<file path="src/rtl/tiw_pkg.sv">
// Package: register map, field layout, reset values and timing constants of the timer block
package tiw_pkg;

  // ==========================================================================
  // Widths
  localparam int TIW_TW = 12;
  localparam int TIW_DW = 16;
  localparam int TIW_AW = 4;
  localparam int TIW_SYNC_W = 11;

  // ==========================================================================
  // Register offsets (word index on the register port)
  localparam logic [3:0] TIW_REG_TMA = 4'h0;
  localparam logic [3:0] TIW_REG_TMB = 4'h1;
  localparam logic [3:0] TIW_REG_TMC = 4'h2;
  localparam logic [3:0] TIW_REG_INTEN = 4'h3;
  localparam logic [3:0] TIW_REG_PEND = 4'h4;
  localparam logic [3:0] TIW_REG_CTRL = 4'h5;
  localparam logic [3:0] TIW_REG_WAKE = 4'h6;
  localparam logic [3:0] TIW_REG_STOP = 4'h7;
  localparam logic [3:0] TIW_REG_WDOG = 4'h8;
  localparam logic [3:0] TIW_REG_STAT = 4'h9;

  // ==========================================================================
  // Reset values and the timer terminal count
  localparam logic [15:0] TIW_CTRL_RST = 16'h0000;
  localparam logic [2:0] TIW_WAKE_RST = 3'h0;
  localparam logic [8:0] TIW_INTEN_RST = 9'h000;
  localparam logic [11:0] TIW_TMR_RST = 12'h000;
  localparam logic [11:0] TIW_TMR_MAX = 12'hFFF;

  // ==========================================================================
  // Control register fields
  localparam int TIW_CTRL_RUN_A = 0;
  localparam int TIW_CTRL_RUN_B = 1;
  localparam int TIW_CTRL_RUN_C = 2;
  localparam int TIW_CTRL_ECK = 3;
  localparam int TIW_CTRL_RTC8 = 4;
  localparam int TIW_CTRL_AUTO = 5;
  localparam int TIW_CTRL_EXT_EN = 6;

  // Wake-up enable fields
  localparam int TIW_WAKE_KEY = 0;
  localparam int TIW_WAKE_RTC = 1;
  localparam int TIW_WAKE_EXT = 2;

  // Interrupt lines: bit n is request line n+1, bit 8 the non-maskable line
  localparam int TIW_IRQ_TMA = 0;
  localparam int TIW_IRQ_EXT = 7;
  localparam int TIW_NMI_BIT = 8;

  // Pin synchroniser lanes
  localparam int TIW_PIN_EXT = 8;
  localparam int TIW_PIN_ECK = 9;
  localparam int TIW_PIN_XTAL = 10;

  // ==========================================================================
  // Crystal divider taps, in crystal edges
  localparam logic [13:0] TIW_TB1_MASK = 14'h007F;
  localparam logic [13:0] TIW_TB2_MASK = 14'h07FF;
  localparam logic [13:0] TIW_RTC8_MASK = 14'h0FFF;
  localparam logic [13:0] TIW_RTC2_MASK = 14'h3FFF;

  // ==========================================================================
  // Timing
  localparam longint TIW_CLK_HZ = 250_000_000;
  localparam longint TIW_XTAL_HZ = 32768;
  localparam longint TIW_WDT_MS = 1000;
  localparam longint TIW_OSC_STRONG_MS = 1000;
  localparam int unsigned TIW_WDT_CYCLES = int'(TIW_CLK_HZ * TIW_WDT_MS / 1000);
  localparam int unsigned TIW_OSC_STRONG_EDGES = int'(TIW_XTAL_HZ * TIW_OSC_STRONG_MS / 1000);

  // Power states
  typedef enum logic [0:0] {
    TIW_RUN = 1'b0,
    TIW_STANDBY = 1'b1
  } tiw_pwr_t;

endpackage

</file>
<file path="src/rtl/tiw_top.sv">
// Timers, interrupt controller, standby/wake-up, real-time tick, oscillator control and watchdog

// Function
// RL1: Three 12-bit up-counting timers
// RL2: Wrap reloads preset and keeps counting
// RL3: Overflow requests interrupt only when enabled
// RL4: Writing zero clears the count
// RL5: Reading a running count never disturbs it
// RL6: External clock pin can clock timer_a
// RL7: Maskable request lines plus one non-maskable
// RL8: Maskable requests never preempt non-maskable service
// RL9: Fixed source-to-line priority assignment
// RL10: Port pin serves as external interrupt
// RL11: Wake enable then stop write halts CPU
// RL12: Standby holds RAM and pin states
// RL13: Port pins, tick, external pin wake
// RL14: Wake restarts CPU clock without reset
// RL15: Selectable 2 Hz or 8 Hz tick
// RL16: Auto mode: strong oscillator first second
// RL17: Watchdog resets after one uncleared second
// RL18: Build option removes the watchdog
// RL19: Pending flags stick until software clears
// RL20: Lowest pending enabled line presented first
module tiw_top
  import tiw_pkg::*;
#(
  parameter int unsigned WDT_CYCLES = TIW_WDT_CYCLES,
  parameter int unsigned OSC_STRONG_EDGES = TIW_OSC_STRONG_EDGES,
  parameter bit WDT_ENABLE = 1'b1
) (
  input wire logic clock,
  input wire logic rst,
  input wire logic [3:0] reg_addr,
  input wire logic [15:0] reg_wdata,
  input wire logic reg_wr,
  input wire logic reg_rd,
  output logic [15:0] reg_rdata,
  input wire logic [7:0] key_pins,
  input wire logic port_a_bit0_pin,
  input wire logic port_a_bit1_pin,
  input wire logic xtal_32k_in,
  input wire logic nmi_ack,
  input wire logic nmi_done,
  output logic irq_req,
  output logic [2:0] irq_num,
  output logic nmi_req,
  output logic cpu_clk_en,
  output logic io_hold,
  output logic osc_strong,
  output logic wdt_reset
);

  // ==========================================================================
  // Helpers
  function automatic logic div_wrap(input logic [13:0] cnt, input logic [13:0] mask);
    return (cnt & mask) == mask;
  endfunction

  // Lowest set bit wins, so request line 1 outranks line 8
  function automatic logic [2:0] lowest_line(input logic [7:0] req);
    logic [2:0] idx;
    idx = 3'h7;
    for (int i = 7; i >= 0; i--) begin
      if (req[i]) begin
        idx = 3'(i);
      end
    end
    return idx;
  endfunction

  // ==========================================================================
  // Pin synchronisers
  logic [10:0] sync_1;
  logic [10:0] sync_2;
  logic [10:0] sync_3;
  logic [10:0] pin_stable;
  logic [13:0] xtal_div;
  logic [15:0] ctrl;
  logic [2:0] wake_en;
  logic [8:0] irq_en;
  logic [8:0] pend;
  logic nmi_active;
  logic [11:0] tmr_cnt [3];
  logic [11:0] tmr_pre [3];
  logic [27:0] wdt_cnt;
  logic [15:0] strong_cnt;
  tiw_pwr_t pwr_state;

  // A lane only moves once the last two stages agree, filtering a half-caught edge
  wire [10:0] sync_agree = ~(sync_2 ^ sync_3);
  wire [10:0] next_pin_stable = (sync_agree & sync_3) | (~sync_agree & pin_stable);
  wire [10:0] pin_rise = next_pin_stable & ~pin_stable;
  wire [10:0] pin_change = next_pin_stable ^ pin_stable;

  always_ff @(posedge clock or posedge rst) begin
    if (rst) begin
      sync_1 <= '0;
      sync_2 <= '0;
      sync_3 <= '0;
      pin_stable <= '0;
    end else begin
      sync_1 <= {xtal_32k_in, port_a_bit1_pin, port_a_bit0_pin, key_pins};
      sync_2 <= sync_1;
      sync_3 <= sync_2;
      pin_stable <= next_pin_stable;
    end
  end

  // ==========================================================================
  // Event sources
  wire key_event = |pin_change[7:0];
  wire external_pin_event = ctrl[TIW_CTRL_EXT_EN] & pin_rise[TIW_PIN_EXT]; // RL10
  wire ext_clock_in = pin_rise[TIW_PIN_ECK];
  wire xtal_edge = pin_rise[TIW_PIN_XTAL];
  wire tb1_event = xtal_edge & div_wrap(xtal_div, TIW_TB1_MASK);
  wire tb2_event = xtal_edge & div_wrap(xtal_div, TIW_TB2_MASK);
  wire [13:0] rtc_mask = ctrl[TIW_CTRL_RTC8] ? TIW_RTC8_MASK : TIW_RTC2_MASK; // RL15
  wire rtc_event = xtal_edge & div_wrap(xtal_div, rtc_mask); // RL15

  // Crystal divider feeds the time bases and the tick
  always_ff @(posedge clock or posedge rst) begin
    if (rst) begin
      xtal_div <= '0;
    end else if (xtal_edge) begin
      xtal_div <= xtal_div + 14'h0001;
    end
  end

  // ==========================================================================
  // Register write decode
  wire ctrl_wr = reg_wr && (reg_addr == TIW_REG_CTRL);
  wire wake_wr = reg_wr && (reg_addr == TIW_REG_WAKE);
  wire inten_wr = reg_wr && (reg_addr == TIW_REG_INTEN);
  wire pend_wr = reg_wr && (reg_addr == TIW_REG_PEND);
  wire stop_wr = reg_wr && (reg_addr == TIW_REG_STOP);
  wire wdog_clr = reg_wr && (reg_addr == TIW_REG_WDOG);

  always_ff @(posedge clock or posedge rst) begin
    if (rst) begin
      ctrl <= TIW_CTRL_RST;
      wake_en <= TIW_WAKE_RST;
      irq_en <= TIW_INTEN_RST;
    end else begin
      if (ctrl_wr) ctrl <= reg_wdata;
      if (wake_wr) wake_en <= reg_wdata[2:0];
      if (inten_wr) irq_en <= reg_wdata[8:0];
    end
  end

  // ==========================================================================
  // Timers
  // timer_a may follow the external clock pin, also with the feedback oscillator on
  wire tick_a = ctrl[TIW_CTRL_ECK] ? ext_clock_in : 1'b1; // RL6
  wire [2:0] tmr_tick = {ctrl[TIW_CTRL_RUN_C], ctrl[TIW_CTRL_RUN_B], ctrl[TIW_CTRL_RUN_A] & tick_a};
  logic [2:0] tmr_wr;
  logic [2:0] tmr_ovf;

  genvar g;
  generate
    for (g = 0; g < 3; g++) begin : g_tmr
      assign tmr_wr[g] = reg_wr && (reg_addr == TIW_REG_TMA + 4'(g));
      assign tmr_ovf[g] = tmr_tick[g] && (tmr_cnt[g] == TIW_TMR_MAX); // RL2
    end
  endgenerate

  // A write loads the preset; a zero write also clears the running count
  always_ff @(posedge clock or posedge rst) begin
    if (rst) begin
      for (int i = 0; i < 3; i++) begin
        tmr_cnt[i] <= TIW_TMR_RST;
        tmr_pre[i] <= TIW_TMR_RST;
      end
    end else begin
      for (int i = 0; i < 3; i++) begin
        if (tmr_wr[i]) begin
          tmr_pre[i] <= reg_wdata[11:0];
          if (reg_wdata[11:0] == TIW_TMR_RST) tmr_cnt[i] <= TIW_TMR_RST; // RL4
        end else if (tmr_ovf[i]) begin
          tmr_cnt[i] <= tmr_pre[i]; // RL2
        end else if (tmr_tick[i]) begin
          tmr_cnt[i] <= tmr_cnt[i] + 12'h001; // RL1
        end
      end
    end
  end

  // ==========================================================================
  // Interrupt controller
  // Line order: timer_a, timer_b, timer_c, time bases, tick, keys, external; bit 8 non-maskable
  wire [8:0] pend_set = {tmr_ovf[0], external_pin_event, key_event, rtc_event, tb2_event, tb1_event,
                         tmr_ovf[2:0]}; // RL9
  wire [8:0] pend_clr = pend_wr ? reg_wdata[8:0] : 9'h000;
  wire [8:0] next_pend = (pend & ~pend_clr) | pend_set; // RL19
  wire [7:0] irq_live = pend[7:0] & irq_en[7:0]; // RL3
  wire next_irq_req = (|irq_live) & ~nmi_active; // RL8
  wire [2:0] next_irq_num = lowest_line(irq_live); // RL20
  wire next_nmi_req = pend[TIW_NMI_BIT] & irq_en[TIW_NMI_BIT]; // RL7

  // Set wins over clear so an event landing on a clear write is kept
  always_ff @(posedge clock or posedge rst) begin
    if (rst) begin
      pend <= '0;
      nmi_active <= 1'b0;
      irq_req <= 1'b0;
      irq_num <= 3'h0;
      nmi_req <= 1'b0;
    end else begin
      pend <= next_pend;
      nmi_active <= nmi_ack | (nmi_active & ~nmi_done);
      irq_req <= next_irq_req;
      irq_num <= next_irq_num;
      nmi_req <= next_nmi_req;
    end
  end

  // ==========================================================================
  // Standby and wake-up
  wire wake_hit = (wake_en[TIW_WAKE_KEY] & key_event) | (wake_en[TIW_WAKE_RTC] & rtc_event) |
                  (wake_en[TIW_WAKE_EXT] & pin_rise[TIW_PIN_EXT]); // RL13
  tiw_pwr_t next_pwr_state;

  always_comb begin
    next_pwr_state = pwr_state;
    unique case (pwr_state)
      TIW_RUN: if (stop_wr && (|wake_en)) next_pwr_state = TIW_STANDBY; // RL11
      TIW_STANDBY: if (wake_hit) next_pwr_state = TIW_RUN; // RL14
    endcase
  end

  // Only the clock gate and the pin hold move; state elsewhere is untouched, so code resumes in place
  always_ff @(posedge clock or posedge rst) begin
    if (rst) begin
      pwr_state <= TIW_RUN;
      cpu_clk_en <= 1'b1;
      io_hold <= 1'b0;
    end else begin
      pwr_state <= next_pwr_state;
      cpu_clk_en <= (next_pwr_state == TIW_RUN); // RL14
      io_hold <= (next_pwr_state == TIW_STANDBY); // RL12
    end
  end

  // ==========================================================================
  // Oscillator drive: strong for the first second, then weak in auto mode
  wire strong_done = (strong_cnt == 16'(OSC_STRONG_EDGES));

  always_ff @(posedge clock or posedge rst) begin
    if (rst) begin
      strong_cnt <= '0;
      osc_strong <= 1'b1;
    end else begin
      if (xtal_edge && !strong_done) strong_cnt <= strong_cnt + 16'h0001;
      osc_strong <= ~ctrl[TIW_CTRL_AUTO] | ~strong_done; // RL16
    end
  end

  // ==========================================================================
  // Watchdog; the reset pulse is one cycle, the system reset logic stretches it
  wire wdt_expire = WDT_ENABLE && (wdt_cnt == 28'(WDT_CYCLES - 1)); // RL18

  always_ff @(posedge clock or posedge rst) begin
    if (rst) begin
      wdt_cnt <= '0;
      wdt_reset <= 1'b0;
    end else begin
      wdt_cnt <= (wdog_clr || wdt_expire) ? 28'h000_0000 : wdt_cnt + 28'h000_0001;
      wdt_reset <= wdt_expire && !wdog_clr; // RL17
    end
  end

  // ==========================================================================
  // Read path; counts are read live, never latched or paused
  logic [15:0] rd_sel;

  always_comb begin
    rd_sel = 16'h0000;
    unique case (reg_addr)
      TIW_REG_TMA: rd_sel = {4'h0, tmr_cnt[0]}; // RL5
      TIW_REG_TMB: rd_sel = {4'h0, tmr_cnt[1]};
      TIW_REG_TMC: rd_sel = {4'h0, tmr_cnt[2]};
      TIW_REG_INTEN: rd_sel = {7'h00, irq_en};
      TIW_REG_PEND: rd_sel = {7'h00, pend};
      TIW_REG_CTRL: rd_sel = ctrl;
      TIW_REG_WAKE: rd_sel = {13'h0000, wake_en};
      TIW_REG_STAT: rd_sel = {9'h000, irq_num, nmi_active, irq_req, osc_strong, io_hold};
      default: rd_sel = 16'h0000;
    endcase
  end

  always_ff @(posedge clock or posedge rst) begin
    if (rst) begin
      reg_rdata <= 16'h0000;
    end else begin
      reg_rdata <= reg_rd ? rd_sel : 16'h0000;
    end
  end
endmodule

</file>
<file path="config.mk">
export PLATFORM = sky130hd
export DESIGN_NAME = tiw_top
export DESIGN_NICKNAME = d
export VERILOG_FILES = /design/src/rtl/tiw_pkg.sv /design/src/rtl/tiw_top.sv
export SDC_FILE = /design/constraint.sdc
export NUM_CORES = 1
export LEC_CHECK = 0
export BUFFER_PORTS_ARGS = -buffer_cell sky130_fd_sc_hd__buf_2
export CAP_MARGIN = 20
export CELL_PAD_IN_SITES_DETAIL_PLACEMENT = 1
export CELL_PAD_IN_SITES_GLOBAL_PLACEMENT = 1
export CORE_ASPECT_RATIO = 1.5
export CORE_MARGIN = 2
export CORE_UTILIZATION = 25
export DETAILED_ROUTE_END_ITERATION = 10
export MAX_ROUTING_LAYER = met4
export PLACE_DENSITY = 0.43
export SLEW_MARGIN = 20
export SYNTH_ARGS = -nofsm -noshare
export SYNTH_HDL_FRONTEND = slang
export SYNTH_SLANG_ARGS = --single-unit
</file>
<file path="constraint.sdc">
create_clock -name clock -period 13.4 [get_ports clock]
set_input_delay 1.34 -clock clock [delete_from_list [all_inputs] [get_ports clock]]
set_output_delay 1.34 -clock clock [all_outputs]
set_load 0.005 [all_outputs]
</file>
After elaboration in Yosys (flattened, before gate mapping)
Index checks and enable logic that the tools add are counted.
{ "totals": {"regBits": 237, "inputBits": 37, "out_inout_bits": 25, "elab_cells": 142} }
{ "classes": {"add_sub_neg": 6, "n_eq_ne": 20, "mux": 26, "n_bitwise": 35, "reduce_logical": 29} }
{ "op_table": {"columns": ["cell", "count"], "rows": [
  ["16-bit case mux with 8 select lines", 1],
  ["12-bit 2-to-1 mux", 10],
  ["12-bit by 1-bit adder with 12-bit output, second input constant", 3],
  ["12-bit equality test, second input constant", 3],
  ["11-bit bitwise AND", 3],
  ["11-bit NOT", 3],
  ["28-bit by 1-bit adder with 28-bit output, second input constant", 1],
  ["28-bit equality test, second input constant", 1],
  ["28-bit 2-to-1 mux", 1],
  ["16-bit by 1-bit adder with 16-bit output, second input constant", 1],
  ["16-bit equality test, second input constant", 1],
  ["4-bit by 3-bit equality test with 1-bit output, second input constant", 4],
  ["16-bit 2-to-1 mux", 1],
  ["8-bit OR reduction", 2],
  ["1-bit logical AND", 15],
  ["14-bit by 1-bit adder with 14-bit output, second input constant", 1],
  ["14-bit bitwise AND", 1],
  ["14-bit equality test", 1],
  ["14-bit 2-to-1 mux", 1],
  ["12-bit logical NOT", 1],
  ["3-bit 2-to-1 mux", 4],
  ["1-bit bitwise AND", 11],
  ["11-bit equality test, second input constant", 1],
  ["11-bit bitwise OR", 1],
  ["other kinds (23)", 44]
]} }

Depth between registers and ports, before layout
Gate-level depths: netlist of the first run.
{ "logic_depth": {"depth_word": 13, "depth_mapped": 8, "ltp_nobuf": 7} }

Worst setup path after synthesis of the first run
No wires, ideal clock.
{ "synth_timing": {"path_type": "input to register", "startpoint": "in reg_addr[2]", "endpoint": "reg ctrl[0]", "setup_ns": 0.125, "t_arrival_ns": 2.608, "t_required_ns": 13.275, "setup_slack_ns": 10.668, "stages": 7, "n_path_buf": 3, "cell_sequence": "buf_4 > nor2b_1 > and2_1 > clkbuf_1 > nand2_2 > buf_2 > mux2_2"} }
{ "synth_via": {"elab_chain_len": 2} }
{ "synth_rtl": {"columns": ["item", "line", "text"], "rows": [
  ["start, declared", "tiw_top.sv:33", "input wire logic [3:0] reg_addr,"],
  ["4-bit by 3-bit equality test with 1-bit output", "tiw_top.sv:131", "wire ctrl_wr = reg_wr && (reg_addr == TIW_REG_CTRL);"],
  ["1-bit logical AND", "tiw_top.sv:131", null],
  ["end signal, assigned", "tiw_top.sv:144", "if (ctrl_wr) ctrl <= reg_wdata;"],
  ["end, declared", "tiw_top.sv:78", "logic [15:0] ctrl;"]
]} }
Every way passes these cells.
A chain may end at the register's enable or synchronous reset.

Final worst setup path of the first run
{ "layout_timing": {"startpoint": "in reg_addr[0]", "endpoint": "reg ctrl[2]"} }
Same word-level chain as after synthesis.

==> run summary, run 1 <==
vias: 7993
global placement routability congestion: 0.7881
Routed WL: 35380 um
DP Cell Count: 1613
min Tclk post-route: 3.351 ns
CP top delay family: simple AND/OR/NAND/NOR gates
R2R Path Start: tmr_cnt[24]
max-slew violations: 0
Slowest-stage cell, CP: nor2b_1
Synth cell types: 70
Layout area overhead: 16.24%
largest cells by area after synthesis: dfrtp_1, mux2_2, nand2_1, nor2_1, xnor2_1
LEAKAGE: 5.458 nW
Std-Cell Core Area: 42700 um^2
clock sink count: 237
IO Port Bufs: 61
crit path kind: in2reg
DR pass1 iterations: 5
VDD IR max: 0.00008242 V
worst slew pin tran: 1.097 ns
critical-path cell list: buf_2, nor2b_1, and2_1, nand2_2, mux2_2
Final Hold Vio Count: 0
reg2reg setup slack: 11.03 ns
max_cap viols: 0
average cell area after synthesis: 10.65 um^2
cell count after synthesis: 1011
antenna-violating nets left: 0
layout cells sized above 1: 0.1767
non-filler cells, final: 1664
Max Clock Skew: 0.02023 ns
yosys warns: 0
R2R Path End: tmr_cnt[24]
GRT Overall Usage: 0.1657
initial antenna violation count: 1
Startpoint Class: input port
clk root buf: clkbuf_16
Synth Register Bits: 237
slew margin rel.: 0.2639
Die Span Y: 258.2 um
sequential share of the synthesized area: 0.5509
total CTS buffers: 27
first-pass GRT wire length: 55060 um
Iter 0 DRT Violations: 512
H-tree depth: 1
full die area: 44790 um^2
crit share post-route: 0.2501
CTS resizes: 0
largest net degree at the start of global routing: 136
dominant cell type by area after synthesis: dfrtp_1
Final TNS setup: 0 ns
Crit. path cell count: 5
Crit Path Max Fanout: 26
r2r worst-path depth: 6
vias in the first global route: 8699
Post-synth EDFFs: 0
Synth top area share: 0.5460
prevailing post-synth register cell: dfrtp_1
Post-CTS Hold Buffers: 0
post-route cell area: 12520 um^2
setup slack at placement: 9.466 ns
Power Dens Cells: 154.7 nW/um^2
Fmax: 0.2984 GHz
worst setup path endpoint: ctrl[2]
type of the most critical hold path: reg2reg
GR Overflow Total: 0
initial cell density of the core: 0.2522
synthesized area: 10770 um^2
clock slew seen by the registers of the worst setup and hold paths: 0.06 ns
clk_lat worst skew: 0.56 ns
io pins: 62
Crit path buffers/inverters: 1
setup ws final: 10.05 ns
endpoints failing setup: 0
smallest hold slack: 0.3458 ns
setup bufs post-CTS: 0
arrival time at the worst endpoint: 3.78 ns
status: finished, final reports clean
CP peak stage delay: 0.76 ns
routed vias/inst: 4.803
Final nets: 1116
crit path launch: reg_addr[0]
Die W: 173.5 um
Placement Cell Area: 11670 um^2
RSZ-0062 raised after global routing: no
# rows: 93
clock tree buffer depth: 3
Crit. End Element: flip-flop
asr flop ratio synth: 1.000
DR WL/cell: 21.26 um
net count after synthesis: 1055
DRC Markers: 0
CTS tree: done
Final HPWL DP: 25010 um
Critical Path RT: 13.83 ns
## cells in the final DEF, fill, tap and decap left out, types with 7 or more instances in the layout
master	instances
buf_4	7
a22oi_1	15
nor4_1	12
nor3_1	12
o21a_1	13
xor2_1	25
nand4_1	28
nand2_1	117
dfrtp_1	235
clkbuf_16	27
a22o_1	19
buf_2	61
o21ai_0	36
mux2i_1	11
nor2_1	108
xnor2_1	29
a21oi_1	39
mux2_2	59
o22ai_1	12
nand3_1	42
nor2b_1	16
a2bb2oi_1	8
inv_1	21
ha_1	7
and3_1	19
## cells in the mapped netlist (all sizes together) (5+ instances only)
| cell | count |
|---|---|
| and3 | 19 |
| nor2 | 109 |
| nand2 | 118 |
| o21ai | 39 |
| nor2b | 16 |
| o2bb2ai | 5 |
| nand4 | 28 |
| and2 | 6 |
| nand2b | 5 |
| nor4 | 13 |
| a2bb2oi | 8 |
| mux2i | 11 |
| xor2 | 25 |
| a22oi | 15 |
| o21a | 13 |
| nor3 | 15 |
| mux2 | 59 |
| a22o | 19 |
| nand3 | 42 |
| ha | 7 |
| xnor2 | 29 |
| buf | 21 |
| clkbuf | 15 |
| o22ai | 12 |
| a21oi | 39 |
| dfrtp | 235 |
| inv | 22 |
## where the power goes
part / total, W / switching, W / leakage (nW) / internal, W
clock network: 0.000721 / 0.000313 / 0.413 / 0.000408
registers: 0.000941 / 0.000122 / 3.03 / 0.000819
logic: 0.000274 / 0.000149 / 2.02 / 0.000125
total: 0.00194 / 0.000584 / 5.46 / 0.00135
## stage by stage
| step | util | power (W) |
|---|---|---|
| 6_report | 0.2932 | 0.001937 |
| 5_1_grt | 0.2930 | 0.002053 |
| 4_1_cts | 0.2930 | 0.001980 |
| 3_5_place_dp | 0.2732 | 0.001234 |
| 3_3_place_gp | 0.2731 | 0.001228 |
| 2_1_floorplan | - | 0.001104 |
## worst min path at each step
stage,startpoint,slack (ns),depth (start not counted),to
after CTS,sync_1[6],0.35,0,sync_2[6]
after detailed placement,sync_1[0],0.34,0,sync_2[0]
after global routing,sync_1[6],0.35,0,sync_2[6]
final,sync_1[10],0.35,0,sync_2[10]
after floorplan,sync_1[0],0.33,0,sync_2[0]
after global placement,sync_1[10],0.33,0,sync_2[10]
## registers in the layout, indices dropped and copies added, names as in the netlist
name / cells
tmr_cnt: 36
tmr_pre: 36
wdt_cnt: 28
ctrl: 16
reg_rdata: 16
strong_cnt: 16
xtal_div: 14
pin_stable: 11
sync_1: 11
sync_2: 11
sync_3: 11
irq_en: 9
pend: 9
irq_num: 3
wake_en: 3
cpu_clk_en: 1
irq_req: 1
nmi_active: 1
nmi_req: 1
osc_strong: 1
pwr_state: 1
wdt_reset: 1
## area by class of cell
type / instances / area [um^2]
fillers: 4857 / 30190
flip-flops and latches: 237 / 5933
multi-input cells: 716 / 4572
clock buffers: 36 / 739.5
well taps: 570 / 713.2
repair buffers: 68 / 357.8
clock inverters: 13 / 108.9
inverters: 22 / 90.09
diodes: 2 / 5.005
## kinds of logic after synthesis
group | Yosys count | synth area share
multiplexers | 71 | 0.07400
AO/OA/AOI/OAI | 189 | 0.1192
AND/OR/NAND/NOR | 393 | 0.1760
flip-flops | 237 | 0.5509
adder cells (fa/ha/maj) | 9 | 0.009990
XOR/XNOR | 54 | 0.04391
buffers and inverters | 58 | 0.02602
## layer usage
metal	global-route usage	share of wire	vias to the layer above	wire length, um
met2	0.2946	0.52	118	18470
met5	-	0	-	0
met4	0.06403	0.036	0	1258
met3	0.02553	0.035	64	1248
li1	-	-	3726	-
met1	0.1869	0.41	4085	14410
No activity file was read; power rests on OpenSTA's default activity.
==> inputs of run 2 (changes only) <==
--- a/config.mk
+++ b/config.mk
@@ -5,6 +5,7 @@
 export SDC_FILE = /design/constraint.sdc
 export NUM_CORES = 1
 export LEC_CHECK = 0
+export ABC_AREA = 1
 export BUFFER_PORTS_ARGS = -buffer_cell sky130_fd_sc_hd__buf_2
 export CAP_MARGIN = 20
 export CELL_PAD_IN_SITES_DETAIL_PLACEMENT = 1
@@ -14,7 +15,7 @@
 export CORE_UTILIZATION = 25
 export DETAILED_ROUTE_END_ITERATION = 10
 export MAX_ROUTING_LAYER = met4
-export PLACE_DENSITY = 0.43
+export PLACE_DENSITY = 0.47
 export SLEW_MARGIN = 20
 export SYNTH_ARGS = -nofsm -noshare
 export SYNTH_HDL_FRONTEND = slang
==> constraint.sdc (replaced) <==
create_clock -name clock -period 2.95 [get_ports clock]
set_input_delay 0.295 -clock clock [delete_from_list [all_inputs] [get_ports clock]]
set_output_delay 0.295 -clock clock [all_outputs]
set_load 0.005 [all_outputs]
==> run 2 against run 1 <==
  * Setup slack got worse by 9.3 ns
  * Largest cell class unchanged
  * Critical endpoint is now tmr_cnt[22]
  * Largest power group unchanged
  * Critical path depth rose by 3
  * Global-route usage up 0.39 points
  * Via count up 18%
  * Sequential share of layout area is 4.0 points lower
  * Critical path type unchanged
  * Register-to-register slack worse by 10 ns
  * Area after synthesis grew 6.4%
  * Combinational power rose to 6.3 times the previous value
  * Non-clock buffer count increased by 33
  * Worst hold slack lost 0.31 ns
==> run summary, run 2 <==
top flop regs: tmr_cnt: 36 flops, tmr_pre: 36 flops, wdt_cnt: 28 flops
hold depth: 3 (+3)
vias: 9399 (+18%)
full die area: 47590 um^2 (+6.3%)
Final Hold Vio Count: 0 (unchanged)
Critical Path RT: 3.38 ns (-10.45 ns)
type of the most critical hold path: in2reg
DR WL/cell: 18.06 um (-15%)
cell count after synthesis: 1389 (+37%)
DR pass1 iterations: 4 (-1)
crit share post-route: 0.7504
Synth cell types: 45 (-36%)
synthesized area: 11460 um^2 (+6.4%)
RSZ-0062 raised after global routing: no
commonest non-fill, non-tap cell in the layout: nand2_1
Crit Path Max Fanout: 9 (-65%)
sequential share of the synthesized area: 0.5179 (-0.03303)
register area: 5933 um^2 (unchanged)
net count after synthesis: 1433 (+36%)
Crit. End Element: flip-flop
Layout fillers: 5370 (+11%)
DRC Markers: 0 (unchanged)
smallest hold slack: 0.03109 ns (-0.3147 ns)
GR Overflow Total: 0 (unchanged)
count leader, synth: nand2_1
Startpoint Class: input port
first-pass GRT wire length: 59860 um (+8.7%)
asr flop ratio synth: 1.000 (unchanged)
prevailing post-synth register cell: dfrtp_1
max_cap viols: 0 (unchanged)
Pwr Total: 0.009611 W (+400%)
most frequent cells in the layout: nand2_1, dfrtp_1, inv_1, nor2_1, o21ai_0
arrival time at the worst endpoint: 2.65 ns (-1.13 ns)
Synth Register Bits: 237 (unchanged)
critical-path cell list: dlygate4sd3_1, buf_2, inv_1, nand4_1, nor3_1, nand2_2, nand2_1, o21ai_0
initial antenna violation count: 0 (-1)
Slowest-stage cell, CP: nor3_1
max-slew violations: 0 (unchanged)
Final nets: 1540 (+38%)
Post-synth EDFFs: 0 (unchanged)
worst slew pin tran: 0.7955 ns (-0.3014 ns)
CP top delay family: simple AND/OR/NAND/NOR gates
Fmax: 0.4518 GHz
Multi-input gate area: 4657 um^2 (+1.9%)
LEAKAGE: 6.389 nW (+17%)
routed vias/inst: 4.469 (-7.0%)
clk root buf: clkbuf_16
global placement routability congestion: 0.8344 (+5.9%)
largest net degree at the start of global routing: 72 (-47%)
Final HPWL DP: 28560 um (+14%)
total CTS buffers: 27 (unchanged)
Final TNS setup: 0 ns (unchanged)
Synth top area share: 0.5133 (-0.03274)
commonest cells in the netlist: nand2_1, dfrtp_1, inv_1
vias in the first global route: 10220 (+18%)
Routed WL: 37980 um (+7.4%)
slew margin rel.: 0.4684 (+0.2045)
dominant cell type by area after synthesis: dfrtp_1
initial cell density of the core: 0.2517 (-0.0005282)
CTS tree: done
Max Clock Skew: 0.01581 ns (-0.004427 ns)
clock sink count: 237 (unchanged)
crit path kind: in2reg
H-tree depth: 1 (unchanged)
clock slew seen by the registers of the worst setup and hold paths: 0.07 ns (about the same)
Iter 0 DRT Violations: 318 (-38%)
Layout area overhead: 19.34%
average cell area after synthesis: 8.249 um^2 (-23%)
yosys warns: 0 (unchanged)
Power Dens Cells: 702.9 nW/um^2 (+350%)
io pins: 62 (unchanged)
# rows: 96 (+3.2%)
endpoints failing setup: 0 (unchanged)
Die W: 178.8 um (+3.1%)
VDD IR max: 0.0004393 V (+430%)
Die Span Y: 266.2 um (+3.1%)
layout cells sized above 1: 0.1110 (-0.06578)
clk_lat worst skew: 0.56 ns (about the same)
Crit path buffers/inverters: 3 (+2)
min Tclk post-route: 2.214 ns
r2r worst-path depth: 8 (+2)
Crit. path cell count: 8 (+3)
GRT Overall Usage: 0.1696 (+0.003883)
IO Port Bufs: 61 (unchanged)
setup bufs post-CTS: 0 (unchanged)
antenna-violating nets left: 0 (unchanged)
largest cells by area after synthesis: dfrtp_1, nand2_1, inv_1, o21ai_0, nor2_1
status: finished, final reports clean
CP peak stage delay: 0.65 ns (-0.11 ns)
Std-Cell Core Area: 45520 um^2 (+6.6%)
clock tree buffer depth: 3 (unchanged)
run 2: changes by cell type in the layout (fill, tap and decap cells not counted), moves of 18 or more:
cell           change
nand3_1           +39
and3_1            -19
a22o_1            -19
mux2_2            -59
o21ai_0           +69
nand2_1          +249
inv_1            +158
nor3_1            +20
o21ai_1           +22
dlygate4sd3_1     +24
xor2_1            +18
run 2: layout make-up:
| class | count | share of cell area |
|---|---|---|
| multi-input combinational | 941 | 0.3406 |
| timing repair buffer | 101 | 0.05143 |
| tap | 588 | 0.05381 |
| sequential | 237 | 0.4339 |
| clock buffer | 35 | 0.05381 |
| clock inverter | 12 | 0.01418 |
| antenna | 1 | 0.0001830 |
| inverter | 188 | 0.05207 |
run 2: cell families (layout without fill, tap and decap cells):
| family | Yosys count | count (layout) | synth area share |
|---|---|---|---|
| AOI/OAI and AO/OA | 198 | 198 | 0.09108 |
| xor gates and xnor gates | 56 | 56 | 0.04281 |
| adders and majority gates | 10 | 10 | 0.01027 |
| buffers and inverters | 211 | 336 | 0.07568 |
| DFF | 237 | 237 | 0.5179 |
| other | 0 | 1 | 0 |
| and+or+nand+nor | 677 | 677 | 0.2623 |
run 2: routing by layer:
layer / wire length (um) / track usage / share of wire
met3: 942 / 0.01755 / 0.025
met2: 20430 / 0.3120 / 0.54
met1: 16160 / 0.1987 / 0.43
met4: 445 / 0.03164 / 0.012
met5: 0 / - / 0
run 2: worst reg2reg max path, delay by kind of cell (launching register included):
family / cells / cell delay, ns
simple gates: 7 / 1.25
flops: 1 / 0.42
fa+ha+maj: 1 / 0.24
run 2: stage by stage:
step	std cells	area, um^2	setup slack, ns	util
final	2103	13670	0.7365	0.3004
after global routing	2102	13670	0.5098	0.3003
after CTS	2102	13670	0.6844	0.3003
after detailed placement	2031	12500	0.6460	0.2746
after global placement	2031	12500	0.6756	0.2746
after floorplan	1389	11460	-0.4492	-
run 2: timing repair:
action	in CTS	in global routing
endpoints found under the setup margin	0	0
hold buffers	24	0
resized for setup	0	0
endpoints found under the hold margin	38	0
run 2: report_power, final:
part,internal (W),switching (W)
clock network,0.00219,0.00144
registers,0.00380,0.000471
logic,0.000616,0.00110
total,0.00660,0.00301
run 2: worst paths after layout:
kind	start	endpoint	slack [ns]
max	reg_wdata[10]	tmr_cnt[22]	0.74
min	reg_wdata[7]	ctrl[7]	0.03
max in group asynchronous	rst	tmr_pre[9]	1.72
min in group asynchronous	rst	pin_stable[1]	0.39
max reg2reg	wdt_cnt[0]	wdt_cnt[18]	0.89
min reg2reg	sync_1[4]	sync_2[4]	0.35
==> inputs of run 3 (changes only) <==
--- a/config.mk
+++ b/config.mk
@@ -15,7 +15,7 @@
 export CORE_UTILIZATION = 25
 export DETAILED_ROUTE_END_ITERATION = 10
 export MAX_ROUTING_LAYER = met4
-export PLACE_DENSITY = 0.47
+export PLACE_DENSITY = 0.45
 export SLEW_MARGIN = 20
 export SYNTH_ARGS = -nofsm -noshare
 export SYNTH_HDL_FRONTEND = slang
==> constraint.sdc (replaced) <==
create_clock -name clock -period 2.25 [get_ports clock]
set_input_delay 0.225 -clock clock [delete_from_list [all_inputs] [get_ports clock]]
set_output_delay 0.225 -clock clock [all_outputs]
set_load 0.005 [all_outputs]
==> run 3 against run 2 <==
  * Clock-buffer cell count rose by 4
  * Via count rose by 2.3%
  * Utilization rose by 0.67 points
  * Global-route usage rose by 0.89 points
  * Largest cell class unchanged
  * Largest power group unchanged
==> run summary, run 3 (synthesis gave the netlist of run 2 again) <==
Die Span Y: 266.2 um (unchanged)
vias: 9616 (+2.3%)
P_int: 0.008772 W (+33%)
CP peak stage delay: 0.42 ns (-0.23 ns)
H-tree depth: 1 (unchanged)
status: finished, final reports clean
Std-Cell Core Area: 45520 um^2 (unchanged)
cell mode on critical path: nand2_1
min Tclk post-route: 1.932 ns
DR WL/cell: 18.63 um (+3.1%)
Switching Fraction: 0.3169 (+0.003604)
first-pass GRT wire length: 62580 um (+4.5%)
endpoints failing setup: 0 (unchanged)
critical-path cell list: ha_1, nand2_1, nor2_2, nand4_1, nor3_1, nand2_1, nand2_2, buf_4, nor2_1
Combinational Power Share: 0.188 (+0.009)
RSZ-0062 raised after global routing: no
Startpoint Class: flip-flop
arrival time at the worst endpoint: 2.38 ns (-0.27 ns)
DRC Markers: 0 (unchanged)
most frequent cells in the layout: nand2_1, dfrtp_1, inv_1, nor2_1, o21ai_0
post-route cell area: 13980 um^2 (+2.2%)
VDD IR max: 0.0005428 V (+24%)
Final nets: 1569 (+1.9%)
R2R Path Start: wdt_cnt[0]
hold_sp: reg_wdata[0]
layout cells sized above 1: 0.1267 (+0.01573)
CTS tree: done
Critical Path RT: 2.69 ns (-0.69 ns)
io pins: 62 (unchanged)
clk root buf: clkbuf_16
Worst Hold Endpoint: ctrl[0]
reg2reg setup slack: 0.32 ns (-0.57 ns)
Placement Cell Area: 12740 um^2 (+1.9%)
LEAKAGE: 6.566 nW (+2.8%)
type of the most critical hold path: in2reg
setup slack at placement: 0.2899 ns (-0.3561 ns)
full die area: 47590 um^2 (unchanged)
Power Dens Cells: 918.6 nW/um^2 (+31%)
initial antenna violation count: 1 (+1)
sequential power share: 0.436 (-0.008)
clock slew seen by the registers of the worst setup and hold paths: 0.06 ns (about the same)
slew margin rel.: 0.5341 (+0.06567)
Final HPWL DP: 30380 um (+6.4%)
GR Overflow Total: 0 (unchanged)
clock tree buffer depth: 3 (unchanged)
largest net degree at the start of global routing: 39 (-46%)
hold depth: 3 (unchanged)
antenna-violating nets left: 0 (unchanged)
GRT Overall Usage: 0.1785 (+0.008947)
Iter 0 DRT Violations: 344 (+8.2%)
IO Port Bufs: 61 (unchanged)
Layout area overhead: 21.99%
Fmax: 0.5175 GHz
setup ws final: 0.3177 ns (-0.4187 ns)
worst slew pin tran: 0.6989 ns (-0.09661 ns)
Routed WL: 39780 um (+4.7%)
Diodes inserted: 0 (-1)
setup bufs post-CTS: 0 (unchanged)
DR pass1 iterations: 5 (+1)
Crit Path Max Fanout: 16 (+7)
Max Clock Skew: 0.01024 ns (-0.005567 ns)
vias in the first global route: 10570 (+3.4%)
# rows: 96 (unchanged)
global placement routability congestion: 0.8139 (-2.5%)
total CTS buffers: 28 (+3.7%)
crit path kind: reg2reg
Crit. End Element: flip-flop
clock sink count: 237 (unchanged)
Slowest-stage cell, CP: dfrtp_1
commonest non-fill, non-tap cell in the layout: nand2_1
Die W: 178.8 um (unchanged)
Crit path buffers/inverters: 1 (-2)
P_sw: 0.004068 W (+35%)
r2r worst-path depth: 9 (+1)
max-slew violations: 0 (unchanged)
max_cap viols: 0 (unchanged)
top flop regs: tmr_cnt: 36 flops, tmr_pre: 36 flops, wdt_cnt: 28 flops
CP top delay family: simple AND/OR/NAND/NOR gates
clk_lat worst skew: 0.56 ns (about the same)
Clock Power Share: 0.376 (about the same)
routed vias/inst: 4.504 (+0.78%)
crit share post-route: 0.8588
R2R Path End: wdt_cnt[17]
Final Hold Vio Count: 0 (unchanged)
initial cell density of the core: 0.2517 (unchanged)
==> run 3: cell types whose count changed in the layout (fill, tap and decap cells not counted) <==
cell / before / now
buf_4: 13 / 34
buf_12: 3 / 7
dlygate4sd3_1: 24 / 27
clkbuf_1: 5 / 7
clkbuf_16: 27 / 29
clkinv_2: 4 / 6
bufinv_16: 5 / 4
clkinv_4: 0 / 1
clkinvlp_4: 3 / 2
diode_2: 1 / 0
==> run 3: tightest hold or removal path: cells and delay by family <==
kind / cells / cell delay, ns
buf+inv: 1 / 0.17
simple gates: 1 / 0.08
compound gates: 1 / 0.06
==> run 3: how the worst max path moves through the flow <==
stage	cells after the start	slack [ns]	startpoint	end
after floorplan	1	-1.08	rst	ctrl[0]
after global placement	9	0.30	wdt_cnt[0]	wdt_cnt[18]
after detailed placement	9	0.29	wdt_cnt[0]	wdt_cnt[18]
after CTS	9	0.27	wdt_cnt[0]	wdt_cnt[17]
after global routing	9	0.005	wdt_cnt[0]	wdt_cnt[1]
final	9	0.32	wdt_cnt[0]	wdt_cnt[17]
==> run 3: layout make-up <==
cell class	count	area [um^2]
clock buffer	39	793.3
clock inverter	13	175.2
fill	5426	31550
inverter	188	711.9
multi-input combinational	941	4657
sequential	237	5933
tap	588	735.7
timing repair buffer	129	970.9
==> run 3: per-layer routing <==
layer  track usage  routed length [um]  vias to the layer above
met1        0.2048               16440                     4728
met3       0.02069                1227                       56
li1              -                   -                     4712
met5             -                   0                        -
met2        0.3218               20960                      120
met4       0.05471                1145                        0
==> run 3: through the flow <==
stage | power, W | util | setup TNS, ns | cells | hold slack [ns]
finish | 0.01284 | 0.3070 | 0 | 2135 | 0.03694
global route | 0.01367 | 0.3070 | 0 | 2135 | 0.02974
CTS | 0.01313 | 0.3070 | 0 | 2135 | 0.008615
detailed placement | 0.008114 | 0.2798 | 0 | 2056 | 0.3347
global placement | 0.008069 | 0.2798 | 0 | 2056 | 0.3336
floorplan | 0.007045 | - | -254.16 | 1389 | 0.2564
==> run 3: repair_timing <==
| action | CTS | global route |
|---|---|---|
| endpoints found under the hold margin | 39 | 0 |
| gates resized for setup | 0 | 0 |
| hold buffers | 27 | 0 |
==> run 3: power groups by stage <==
stage	combinational [W]	sequential [W]	clock (W)
2_1_floorplan	0.00158	0.00547	0
3_3_place_gp	0.00241	0.00566	0
3_5_place_dp	0.00245	0.00566	0
4_1_cts	0.00250	0.00560	0.00503
5_1_grt	0.00279	0.00570	0.00518
6_report	0.00242	0.00559	0.00483
